## src/core/timing_unit_pkg.sv

```systemverilog
/*
 * constants for the bus cycle timing and clock unit.
 * assumes one system clock; all derived clocks are enable-paced registers.
 */
package timing_unit_pkg;
    localparam int WAIT_W = 4;
    localparam logic [3:0] SLOW_WAITS = 4'h5;
    localparam logic [3:0] NO_WAITS = 4'h0;
    // source divider: one source half-period per this many system cycles
    localparam int SRC_DIV = 2;
    localparam logic [1:0] PH_ONE = 2'h0;
    localparam logic [1:0] PH_GAP1 = 2'h1;
    localparam logic [1:0] PH_TWO = 2'h2;
    localparam logic [1:0] PH_GAP2 = 2'h3;

    typedef enum logic [6:0] {
        ST_IDLE = 7'h01,
        ST_T1 = 7'h02,
        ST_HOLD = 7'h04,
        ST_T2 = 7'h08,
        ST_TW = 7'h10,
        ST_T3 = 7'h20,
        ST_T4 = 7'h40
    } bus_state_t;
endpackage

```

## src/core/bus_cycle_timing_clock_unit.sv

```systemverilog
/*
 * bus cycle timing and clock unit: clocks, synchronous reset, strobes, waits.
 * assumes processor-side inputs arrive asynchronously and are synchronised here.
 */
// Contract
// data buffer enable low enables data transceivers, high otherwise.
// strobe enable low lets read and write strobes drive.
// strobe enable high floats both strobes.
// strobe enable high resynchronises phase one and double-rate clocks.
// strobes decoded from direction; read low on read, write low on write.
// processor holds direction low for read, high for write.
// falling address strobe starts state T1.
// reset input low drives reset output low.
// reset output rises only on next phase-one rising edge.
// ready low while wait states remain, high when extension ends.
// phase clocks are two non-overlapping phases.
// phase clocks run at half the source frequency.
// double-rate clock runs at the source frequency.
// logic-level clock follows phase one.
// four-bit wait count selects zero to fifteen waits.
// cycle hold between T1 and T2 before any control signal.
// wait inputs weigh 1,2,4,8; low inputs count.
// slow-cycle low inserts five waits and reshapes strobes.
// state marker falls at T2 start, rises at T4 start.
// hold input sampled end of T1 for hold, mid T2 for continuous wait.
// no strobes or buffer enable while held between T1 and T2.
`timescale 1ns/1ps
module bus_cycle_timing_clock_unit #(
    parameter int SRC_DIVIDE = timing_unit_pkg::SRC_DIV
) (
    // clock and reset
    input wire logic clock_in,
    input wire logic rst_n_in,
    // processor bus inputs
    input wire logic address_strobe_n_in,
    input wire logic direction_in,
    input wire logic strobe_enable_sync_in,
    input wire logic [timing_unit_pkg::WAIT_W-1:0] wait_count_inputs_n_in,
    input wire logic continuous_hold_n_in,
    input wire logic slow_cycle_n_in,
    input wire logic schmitt_reset_n_in,
    // clocks
    output logic phase_one_clock_out,
    output logic phase_two_clock_out,
    output logic double_rate_clock_out,
    output logic logic_level_phase_clock_out,
    // bus control
    output logic read_strobe_n_out,
    output logic read_strobe_oe_out,
    output logic write_strobe_n_out,
    output logic write_strobe_oe_out,
    output logic data_buffer_enable_n_out,
    output logic ready_out,
    output logic state_marker_out,
    output logic sync_reset_n_out
);
    import timing_unit_pkg::*;

    // two-stage synchronisers for every pin input
    localparam int NSYNC = 6 + WAIT_W;
    logic [NSYNC-1:0] sync_a;
    logic [NSYNC-1:0] sync_b;
    wire [NSYNC-1:0] raw_pins = {address_strobe_n_in, direction_in, strobe_enable_sync_in,
        continuous_hold_n_in, slow_cycle_n_in, schmitt_reset_n_in, wait_count_inputs_n_in};
    always_ff @(posedge clock_in or negedge rst_n_in) begin
        if (!rst_n_in) begin
            sync_a <= {NSYNC{1'b1}};
            sync_b <= {NSYNC{1'b1}};
        end else begin
            sync_a <= raw_pins;
            sync_b <= sync_a;
        end
    end
    wire ads_n_s = sync_b[NSYNC-1];
    wire dir_s = sync_b[NSYNC-2];
    wire sen_s = sync_b[NSYNC-3];
    wire hold_n_s = sync_b[NSYNC-4];
    wire slow_n_s = sync_b[NSYNC-5];
    wire schmitt_reset_in_n_s = sync_b[NSYNC-6];
    wire [WAIT_W-1:0] waits_n_s = sync_b[WAIT_W-1:0];

    // source-rate enable from a divider
    logic [7:0] div_cnt;
    wire src_tick = (div_cnt == 8'(SRC_DIVIDE - 1));
    always_ff @(posedge clock_in or negedge rst_n_in) begin
        if (!rst_n_in) begin
            div_cnt <= 8'h00;
        end else begin
            div_cnt <= src_tick ? 8'h00 : div_cnt + 8'h01;
        end
    end

    logic ph1_rise;
    logic ph2_rise;
    phase_clock_gen u_clk (
        .clock_in(clock_in),
        .rst_n_in(rst_n_in),
        .src_tick_in(src_tick),
        .resync_in(sen_s),
        .phase_one_clock_out(phase_one_clock_out),
        .phase_two_clock_out(phase_two_clock_out),
        .double_rate_clock_out(double_rate_clock_out),
        .logic_level_phase_clock_out(logic_level_phase_clock_out),
        .phase_one_rise_out(ph1_rise),
        .phase_two_rise_out(ph2_rise)
    );

    // reset output: low at once, released only on a phase-one rise
    always_ff @(posedge clock_in or negedge rst_n_in) begin
        if (!rst_n_in) begin
            sync_reset_n_out <= 1'b0;
        end else if (!schmitt_reset_in_n_s) begin
            sync_reset_n_out <= 1'b0;
        end else if (ph1_rise) begin
            sync_reset_n_out <= 1'b1;
        end
    end

    // address strobe fall detect, latched until the next phase-one edge
    logic ads_prev;
    logic ads_seen;
    wire ads_fall = ads_prev && !ads_n_s;
    always_ff @(posedge clock_in or negedge rst_n_in) begin
        if (!rst_n_in) begin
            ads_prev <= 1'b1;
            ads_seen <= 1'b0;
        end else begin
            ads_prev <= ads_n_s;
            if (ads_fall) begin
                ads_seen <= 1'b1;
            end else if (ph1_rise) begin
                ads_seen <= 1'b0;
            end
        end
    end

    // bus cycle state machine, advancing on phase-one rises
    bus_state_t state;
    bus_state_t next_state;
    logic [3:0] waits_left;
    logic [3:0] next_waits;
    logic cont_wait;
    logic slow_cycle;
    logic is_write;
    // low inputs count: inverting the active-low pins gives the weighted sum
    wire [3:0] wait_sum = ~waits_n_s;
    wire [3:0] load_waits = (!slow_n_s) ? SLOW_WAITS : wait_sum;
    wire go = ads_fall || ads_seen;

    always_comb begin
        next_state = state;
        next_waits = waits_left;
        case (state)
            ST_IDLE: begin
                if (go) begin
                    next_state = ST_T1;
                end
            end
            ST_T1: begin
                // hold pin sampled at end of T1 enters cycle hold
                next_state = (!hold_n_s) ? ST_HOLD : ST_T2;
                next_waits = load_waits;
            end
            ST_HOLD: begin
                if (hold_n_s) begin
                    next_state = ST_T2;
                    next_waits = load_waits;
                end
            end
            ST_T2: begin
                next_state = (waits_left != NO_WAITS || cont_wait) ? ST_TW : ST_T3;
            end
            ST_TW: begin
                if (cont_wait) begin
                    next_waits = waits_left;
                end else if (waits_left > 4'h1) begin
                    next_waits = waits_left - 4'h1;
                end else begin
                    next_waits = NO_WAITS;
                    next_state = ST_T3;
                end
            end
            ST_T3: next_state = ST_T4;
            ST_T4: next_state = go ? ST_T1 : ST_IDLE;
            default: next_state = ST_IDLE;
        endcase
    end

    always_ff @(posedge clock_in or negedge rst_n_in) begin
        if (!rst_n_in) begin
            state <= ST_IDLE;
            waits_left <= NO_WAITS;
            cont_wait <= 1'b0;
            slow_cycle <= 1'b0;
            is_write <= 1'b0;
        end else if (!sync_reset_n_out) begin
            state <= ST_IDLE;
            waits_left <= NO_WAITS;
            cont_wait <= 1'b0;
        end else begin
            if (ph1_rise) begin
                state <= next_state;
                waits_left <= next_waits;
                if (state == ST_T1) begin
                    is_write <= dir_s;
                    slow_cycle <= !slow_n_s;
                end
            end
            // continuous wait sampled mid-T2 on the phase-two rise
            if (ph2_rise && (state == ST_T2 || state == ST_TW)) begin
                cont_wait <= !hold_n_s;
            end
        end
    end

    // strobe window: T2..T3, slow cycles drop the T2 part for setup
    wire in_data = (state == ST_T2 && !slow_cycle) || state == ST_TW || state == ST_T3;
    wire buf_on = state == ST_T2 || state == ST_TW || state == ST_T3;
    wire extending = (state == ST_T2 && (waits_left != NO_WAITS || cont_wait)) ||
        (state == ST_TW && (cont_wait || waits_left > 4'h1));

    always_ff @(posedge clock_in or negedge rst_n_in) begin
        if (!rst_n_in) begin
            read_strobe_n_out <= 1'b1;
            write_strobe_n_out <= 1'b1;
            read_strobe_oe_out <= 1'b0;
            write_strobe_oe_out <= 1'b0;
            data_buffer_enable_n_out <= 1'b1;
            ready_out <= 1'b1;
            state_marker_out <= 1'b1;
        end else begin
            read_strobe_n_out <= !(in_data && !is_write);
            write_strobe_n_out <= !(in_data && is_write);
            read_strobe_oe_out <= !sen_s;
            write_strobe_oe_out <= !sen_s;
            data_buffer_enable_n_out <= !buf_on;
            ready_out <= !extending;
            // low over T2..T3; registered from the state like the strobes, so the
            // marker never shows T4 while the strobes still show T3
            state_marker_out <= !buf_on;
        end
    end
endmodule

```

## src/core/phase_clock_gen.sv

```systemverilog
/*
 * two-phase non-overlapping clock generator with double-rate and logic copy.
 * assumes a one-cycle source enable; sync input already synchronised.
 */
`timescale 1ns/1ps
module phase_clock_gen (
    // clock and reset
    input wire logic clock_in,
    input wire logic rst_n_in,
    // control
    input wire logic src_tick_in,
    input wire logic resync_in,
    // clocks
    output logic phase_one_clock_out,
    output logic phase_two_clock_out,
    output logic double_rate_clock_out,
    output logic logic_level_phase_clock_out,
    output logic phase_one_rise_out,
    output logic phase_two_rise_out
);
    import timing_unit_pkg::*;
    logic [1:0] quarter;
    logic [1:0] next_quarter;
    // four source half-periods make one processor period: half the source rate
    assign next_quarter = resync_in ? PH_ONE : quarter + 2'h1;
    always_ff @(posedge clock_in or negedge rst_n_in) begin
        if (!rst_n_in) begin
            quarter <= PH_GAP2;
            phase_one_clock_out <= 1'b0;
            phase_two_clock_out <= 1'b0;
            double_rate_clock_out <= 1'b0;
            logic_level_phase_clock_out <= 1'b0;
            phase_one_rise_out <= 1'b0;
            phase_two_rise_out <= 1'b0;
        end else begin
            phase_one_rise_out <= 1'b0;
            phase_two_rise_out <= 1'b0;
            if (src_tick_in) begin
                quarter <= next_quarter;
                // gaps between phases keep them from overlapping
                phase_one_clock_out <= (next_quarter == PH_ONE);
                phase_two_clock_out <= (next_quarter == PH_TWO);
                double_rate_clock_out <= ~next_quarter[0];
                logic_level_phase_clock_out <= (next_quarter == PH_ONE);
                // a held resync is no new rise, so bus states do not race through it
                phase_one_rise_out <= (next_quarter == PH_ONE) && (quarter != PH_ONE);
                phase_two_rise_out <= (next_quarter == PH_TWO);
            end
        end
    end
endmodule

```

## config.mk

```make
export PLATFORM = sky130hd
export DESIGN_NAME = bus_cycle_timing_clock_unit
export DESIGN_NICKNAME = d
export VERILOG_FILES = /design/src/core/timing_unit_pkg.sv /design/src/core/bus_cycle_timing_clock_unit.sv /design/src/core/phase_clock_gen.sv
export SDC_FILE = /design/constraint.sdc
export NUM_CORES = 1
export LEC_CHECK = 0
export ABC_AREA = 1
export BUFFER_PORTS_ARGS = -buffer_cell sky130_fd_sc_hd__buf_2
export CAP_MARGIN = 5
export CORE_ASPECT_RATIO = 1.1
export CORE_UTILIZATION = 25
export CTS_CLUSTER_SIZE = 8
export DETAILED_ROUTE_END_ITERATION = 7
export PLACE_DENSITY = 0.41
export SYNTH_ARGS = -nofsm -noshare
export SYNTH_HDL_FRONTEND = slang
export SYNTH_SLANG_ARGS = --single-unit
```

## constraint.sdc

```tcl
create_clock -name clock_in -period 3.9 [get_ports clock_in]
set_input_delay 0.39 -clock clock_in [delete_from_list [all_inputs] [get_ports clock_in]]
set_output_delay 0.39 -clock clock_in [all_outputs]
set_load 0.05 [all_outputs]
```

==> results of run 1 <==
[worst register-to-register path, cell delays in order (launching register included)]
cell	delay, ns
dfrtp_1	0.41
inv_1	0.06
ha_1	0.23
o21ai_1	0.27
nand3_2	0.15
nand2_2	0.12
nor2_2	0.09
nand2_1	0.07
nand2_1	0.05
[how the worst max path moves through the flow]
stage / slack (ns) / start / endpoint / cells past startpoint
after floorplan: 2.37 / sync_reset_n_out / waits_left[0] / 9
after global placement: 2.33 / waits_left[0] / waits_left[1] / 9
after detailed placement: 2.34 / waits_left[0] / state[2] / 8
after CTS: 2.27 / sync_reset_n_out / sync_reset_n_out / 1
after global routing: 2.18 / waits_left[0] / waits_left[3] / 9
final: 2.32 / sync_reset_n_out / sync_reset_n_out / 1
[synth_stat cells (3+ instances only)]
library cell  instances
nand3_1               9
dfrtp_1              29
inv_1                34
nor2_2                6
a21oi_1               7
nand2_2               8
ha_1                  5
nor2_1               30
xor2_1                4
nor3_1                5
dfstp_2              28
nand4_1               3
inv_2                 5
o21ai_0              10
buf_4                 3
nand2_1              79
[kinds of logic after synthesis]
kind of cell,count (synthesis),share of synthesized area (%)
AND/OR/NAND/NOR,149,26.5
flip-flops,57,57.6
buffers and inverters,43,7.10
AO/OA/AOI/OAI,22,4.63
XOR/XNOR,5,1.73
adder cells (fa/ha/maj),5,2.47
[report_power, final]
part	leakage, nW	switching, mW	internal [mW]	total, mW
Clock	0.115	0.248	0.392	0.640
Combinational	0.694	0.0930	0.0361	0.129
Sequential	0.682	0.0139	0.626	0.640
Total	1.49	0.355	1.05	1.41
[flip-flops by register name, summed over array words and instances (netlist names), 2 cells and up]
signal and count:
u_clk.quarter 2, div_cnt 8, sync_b 10, sync_a 10, waits_left 4, state 7
[through the flow]
step / area (um2) / hold slack [ns] / setup slack (ns)
2_1_floorplan: 2540 / 0.0944 / 2.37
3_3_place_gp: 2780 / 0.345 / 2.33
3_5_place_dp: 2780 / 0.347 / 2.34
4_1_cts: 3010 / 0.126 / 2.27
5_1_grt: 3010 / 0.122 / 2.18
6_report: 3010 / 0.127 / 2.32
[routing by layer]
metal | part of all wire, % | up-vias | GRT usage (%) | wire length [um]
li1 | - | 926 | - | -
met5 | 0 | - | 0 | 0
met4 | 2.0 | 0 | 5.19 | 99
met1 | 47 | 807 | 13.3 | 2320
met3 | 3.9 | 9 | 3.77 | 192
met2 | 48 | 26 | 18.1 | 2370
[layout make-up]
class | instances | area share [%]
Sequential cell | 57 | 48.6
Tap cell | 120 | 5.00
Multi-Input combinational cell | 181 | 29.8
Inverter | 39 | 4.87
Clock buffer | 11 | 5.04
Clock inverter | 5 | 2.58
Timing Repair Buffer | 24 | 4.08
==> summary.md, run 1 <==
| Metric | Value |
|---|---|
| Placer Congestion | approximately 0.75 |
| Cell chain of the critical path | buf_2 |
| Clock slew at reported path FFs | 0.07 ns |
| RSZ-0062 raised after global routing | false |
| Max frequency | ~630 MHz |
| Relative slew slack | 48.4% |
| Synth async-reset ratio | 100% |
| Storage cell area | ~1500 um2 |
| Hold Fails Final Rpt | 0 |
| Post-CTS Resized | 0 |
| Chip Height | 108 um |
| Netlist cell types | 26 |
| Leak | 1.49 nW |
| DR iter-0 viols | 54 |
| Gate Count Post-Synth | between 200 and 300 |
| Min cycle time layout | approximately 1.6 ns |
| H-tree lvl count | 3 |
| TritonRoute pass-1 iters | 6 |
| DP HPWL | around 3.6 mm |
| Routed len/inst | 11.4 um |
| DRC viols | 1 |
| Slowest CP cell | dfrtp_1 |
| Status | finished, violations left |
| WP buf/inv | 1 |
| FILL cells | between 1,000 and 1,500 |
| Share of layout cells above drive strength 1 | 29.3% |
| Worst-skew pair later-pin latency | 0.34 ns |
| Port bufs | 23 |
| Worst setup SP type | register |
| Max VDD drop | between 0.2 and 0.25 mV |
| Most common cell after layout, fill and taps aside | nand2_1 |
| ANT nets after route | 0 |
| CP delay by family, top | flip-flops |
| Initial core utilization | 25.8% |
| Post-Route Utilization | 30.5% |
| CP max FO | 9 |
| Placed Cells | between 400 and 500 |
| Critical Path End Type | output port |
| Seq/Total Area, Yosys | 57.6% |
| # rows | 38 |
| Worst Skew | 0.0100 ns |
| Die area | 10,600 um2 |
| Max cap viols | 0 |
| # diodes | 0 |
| Final setup viols | 0 |
| Worst path required time | 3.51 ns |
| Post-synth EDFFs | 0 |
| Pin count of the biggest net entering global routing | 35 |
| Seq cells post-synth | 57 |
| FF-to-FF setup slack | 2.34 ns |
| Top FF cell, synth | dfrtp_1 |
| Slew Limit Fails | 0 |
| I/O Pins | 24 |
| R2R cell count | 8 |
| Core ar. | slightly below 10,000 um2 |
| CTS sink count | 57 |
| TritonCTS clock tree | yes |
| Synth top area share | 29.0% |
| Setup TNS | 0 ns |
| Number of global-route vias before repair | 1,890 |
| Post-CTS setup buffer count | 0 |
| Vias/cell | 4.05 |
| Measured slew at the worst slew-check pin | between 0.7 and 0.8 ns |
| Max Root-Sink Buffers | 2 |
| Crit path arrival time | 1.19 ns |
| Vias | 1,768 |
| First-pass GRT wire length | 8.88 mm |
| Delay of the slowest cell on the worst path | about 0.52 ns |
| Syn_area_per_cell | 9.03 um2 |
| Dominant cells by area after synthesis | dfstp_2 (29%), dfrtp_1 (29%), nand2_1 (12%) |
| Post-synth top area cell | dfstp_2 |
| Initial antenna violation count | 0 |
| Number of buffers created by CTS | 9 |
| Min-delay worst type | in2async |
| PwrDens | 469 nW/um2 |
| CTS root buffer | clkbuf_8 |
| Total power | 1.41 mW |
| Worst flop-to-flop path startpoint | waits_left[0] |
| Die width | 98.1 um |
| Crit path kind | reg2out |
| Non-filler cells, final | 437 |
| P&R area growth vs syn | 18.4% |
| GRT overflow | 0 |
| Synthesized Nets | around 300 |
| Failing checks | design-rule violations |
| NumNets Final | 329 |
| Final period utilization | 40.6% |
| RR Endpoint | state[2] |
| Hold Buf Count CTS | 0 |
| Total Wirelength | 4.98 mm |
| Total GRT Usage | between 10% and 20% |
| Mapped cell area | 2540 um2 |
| Area occupied by multi-input gates | approximately 900 um2 |
| Ys Warns | 0 |
| Most frequent cells in the layout | nand2_1 (79), inv_1 (34), nor2_1 (30) |
(Power assumes the default switching activity.)
==> run 2, diff against run 1 <==
ABC_AREA = 0   (was 1)
clock period = 1.55 ns   (was 3.9 ns; I/O delays follow)
==> summary.md, run 2 <==
| Metric | Value |
|---|---|
| Largest family of logic cells by synthesized area | simple AND/OR/NAND/NOR gates (unchanged) |
| CTS root buffer | clkbuf_8 (unchanged) |
| DP Worst Slack | -0.443 ns (was 2.34 ns) |
| Final WS setup | -0.316 ns (was 2.32 ns) |
| Placer Congestion | 0.766 (was 0.750) |
| Combinational power share | 10.9% (was 9.2%) |
| Compound-Gate Fraction of Synth Area | 12.1% (was 4.64%) |
| Non-filler cells, final | 442 (was 437) |
| Cell chain of the critical path | or4_4 -> nor2_8 -> a211oi_4 -> a21o_1 -> mux2_4 (was buf_2) |
| CP max FO | 4 (was 9) |
| Relative slew slack | 76.3% (was 48.4%) |
| # diodes | 0 (unchanged) |
| Total Wirelength | 5.70 mm (was 4.98 mm) |
| Synth async-reset ratio | 100% (unchanged) |
| Core ar. | 9940 um2 (was 9840 um2) |
| Initial core utilization | 25.8% (about the same) |
| Clock slew at reported path FFs | 0.07 ns (about the same) |
| Crit path arrival time | 2.09 ns (was 1.19 ns) |
| P&R area growth vs syn | 43.7% (was 18.4%) |
| H-tree lvl count | 3 (unchanged) |
| Syn_area_per_cell | 11.7 um2 (was 9.03 um2) |
| Switching Share | 26.1% (was 25.2%) |
| Mux cell area share after synthesis | 2.63% (was 0%) |
| Post-Route Utilization | 37.1% (was 30.5%) |
| NumNets Final | 334 (was 329) |
| CTS sink count | 57 (unchanged) |
| Placed Cells | 404 (was 421) |
| Number of buffers created by CTS | 9 (unchanged) |
| Failing checks | negative setup slack (was design-rule violations) |
| Mapped cell area | 2560 um2 (was 2540 um2) |
| Most common cell after layout, fill and taps aside | buf_4 (was nand2_1) |
| Min cycle time layout | approximately 1.9 ns |
| WP buf/inv | 0 (was 1) |
| Critical Path End Type | register (was output port) |
| Max cap viols | 0 (unchanged) |
| RSZ-0062 raised after global routing | true (was false) |
| Max Root-Sink Buffers | 2 (unchanged) |
| Slew Limit Fails | 0 (unchanged) |
| P_int | 2.33 mW (was 1.05 mW) |
| Delay of the slowest cell on the worst path | 0.62 ns (was 0.52 ns) |
| GRT overflow | 0 (unchanged) |
| Chip Height | 108 um (about the same) |
| Min-delay worst type | in2async (unchanged) |
| Most frequent cells in the layout | buf_4 (54), dfstp_2 (28), dfrtp_1 (26) (was nand2_1 (79), inv_1 (34), nor2_1 (30)) |
| Number of global-route vias before repair | 2,005 (was 1,890) |
| Dominant cells by area after synthesis | dfstp_2 (29%), dfrtp_1 (28%), ha_1 (2.4%) (was dfstp_2 (29%), dfrtp_1 (29%), nand2_1 (12%)) |
| Setup TNS | -3.46 ns (was 0 ns) |
| Max frequency | 536 MHz |
| Synthesized Nets | 237 (was 298) |
| DP HPWL | 3.90 mm (was 3.58 mm) |
| Post-synth top area cell | dfstp_2 (unchanged) |
| Simple-gate share of the synthesized area | 17.2% (was 26.5%) |
| TritonRoute pass-1 iters | 4 (was 6) |
| PwrDens | 857 nW/um2 (was 469 nW/um2) |
| Crit path kind | reg2reg (was reg2out) |
| Hold Fails Final Rpt | 0 (unchanged) |
| DR iter-0 viols | 44 (was 54) |
| Die width | 98.6 um (was 98.1 um) |
| Seq/Total Area, Yosys | 57.0% (was 57.6%) |
| Most frequent cell after synthesis | dfrtp_1 (was nand2_1) |
| Ys Warns | 0 (unchanged) |
| Synth top cells by count | dfrtp_1 (29), dfstp_2 (28), nor2_1 (14) (was nand2_1 (79), inv_1 (34), nor2_1 (30)) |
| Seq cells post-synth | 57 (unchanged) |
| I/O Pins | 24 (unchanged) |
| Port bufs | 23 (unchanged) |
| Initial antenna violation count | 0 (unchanged) |
| Share of layout cells above drive strength 1 | 50.0% (was 29.3%) |
| Sw Pwr | 0.825 mW (was 0.355 mW) |
| # rows | 38 (unchanged) |
| Netlist cell types | 56 (was 26) |
| Leak | 1.67 nW (was 1.49 nW) |
| Top FF cell, synth | dfrtp_1 (unchanged) |
| Final period utilization | 120% |
| Worst setup SP type | register (unchanged) |
| Post-synth EDFFs | 0 (unchanged) |
| Final setup viols | 14 (was 0) |
| Synth top area share | 28.7% (was 29.0%) |
| Vias | 1,920 (was 1,768) |
| Measured slew at the worst slew-check pin | 0.353 ns (was 0.773 ns) |
| TritonCTS clock tree | yes (unchanged) |
| Status | finished, violations left (unchanged) |
| Worst Skew | 0.00565 ns (was 0.0100 ns) |
| CP delay by family, top | simple AND/OR/NAND/NOR gates (was flip-flops) |
| Synth Area in XOR/XNOR | 3.41% (was 1.73%) |
| Worst path required time | 1.77 ns (was 3.51 ns) |
| Synth Area in Adders | 2.44% (was 2.47%) |
| Vias/cell | 4.34 (was 4.05) |
| Pin count of the biggest net entering global routing | 58 (was 35) |
| Top flop regs | sync_a (10), sync_b (10), div_cnt (8) (unchanged) |
| Total GRT Usage | 12.1% (was 11.1%) |
| Sequential power share | 50.3% (was 45.4%) |
| Worst-skew pair later-pin latency | 0.33 ns (was 0.34 ns) |
| Routed len/inst | 12.9 um (was 11.4 um) |
| Die area | 10,700 um2 (was 10,600 um2) |
| Clock share of power | 38.8% (was 45.4%) |
| DRC viols | 0 (was 1) |
| First-pass GRT wire length | 9.80 mm (was 8.88 mm) |
| Max VDD drop | 0.445 mV (was 0.207 mV) |
| Slowest CP cell | or4_4 (was dfrtp_1) |
| Gate Count Post-Synth | 220 (was 281) |
| ANT nets after route | 0 (unchanged) |
## run 2: what timing repair did
item | CTS | global route
resized for setup | 29 | 5
pin swaps | 15 | 7
buffers inserted | 12 | 2
hold endpoints to repair | 39 | 0
hold buffers | 11 | 0
setup endpoints to repair | 17 | 18
## run 2: layout make-up
class / count / area, um2
fill: 985 / 6250
sequential: 57 / 1470
multi-input combinational: 137 / 1080
timing repair buffer: 99 / 767
tap: 120 / 150
clock buffer: 11 / 141
inverter: 13 / 48.8
clock inverter: 5 / 30.0
## run 2: through the flow
| stage | power [mW] | instance area (um2) | hold WS [ns] |
|---|---|---|---|
| after global routing | 3.32 | 3690 | 0.361 |
| after floorplan | 1.78 | 2570 | -0.141 |
| after global placement | 1.92 | 3170 | 0.187 |
| after CTS | 3.22 | 3650 | 0.357 |
| final | 3.16 | 3690 | 0.341 |
| after detailed placement | 1.92 | 3170 | 0.184 |
## run 2: cell families after synthesis
group | count (synthesis)
AND/OR/NAND/NOR | 75
flip-flops | 57
AO/OA/AOI/OAI | 41
buffers and inverters | 26
XOR/XNOR | 10
multiplexers | 6
adder cells (fa/ha/maj) | 5
## run 2: power by group through the flow
stage          Combinational, mW  Clock [mW]  Sequential, mW
2_1_floorplan              0.140           0            1.64
3_3_place_gp               0.301           0            1.61
3_5_place_dp               0.303           0            1.61
4_1_cts                    0.342        1.29            1.59
5_1_grt                    0.376        1.35            1.59
6_report                   0.344        1.23            1.59
## run 2: path summary, 6_finish.rpt
check,endpoint,slack [ns],startpoint,depth (start not counted)
setup / recovery,waits_left[1],-0.32,state[3],5
hold / removal,waits_left[1],0.34,rst_n_in,3
setup reg to reg,waits_left[1],-0.32,state[3],5
hold reg to reg,sync_b[2],0.36,sync_a[2],0
max in group asynchronous,sync_b[9],0.88,rst_n_in,3
min in group clock_in,sync_b[2],0.36,sync_a[2],0
## run 2: routing by layer
layer  track usage (%)  vias up  share of wire (%)  wire, um
li1                  -      966                  -         -
met1              15.3      909                 47      2690
met2              19.3       33                 48      2720
met3              2.59       12                2.7       152
met4              6.50        0                2.2       128
met5                 0        -                  0         0
## run 2: worst register-to-register path, cell delays in order, from the launching register on
cell and delay [ns]:
dfrtp_1 0.41, or4_4 0.62, nor2_8 0.15, a211oi_4 0.09, a21o_1 0.20, mux2_4 0.29
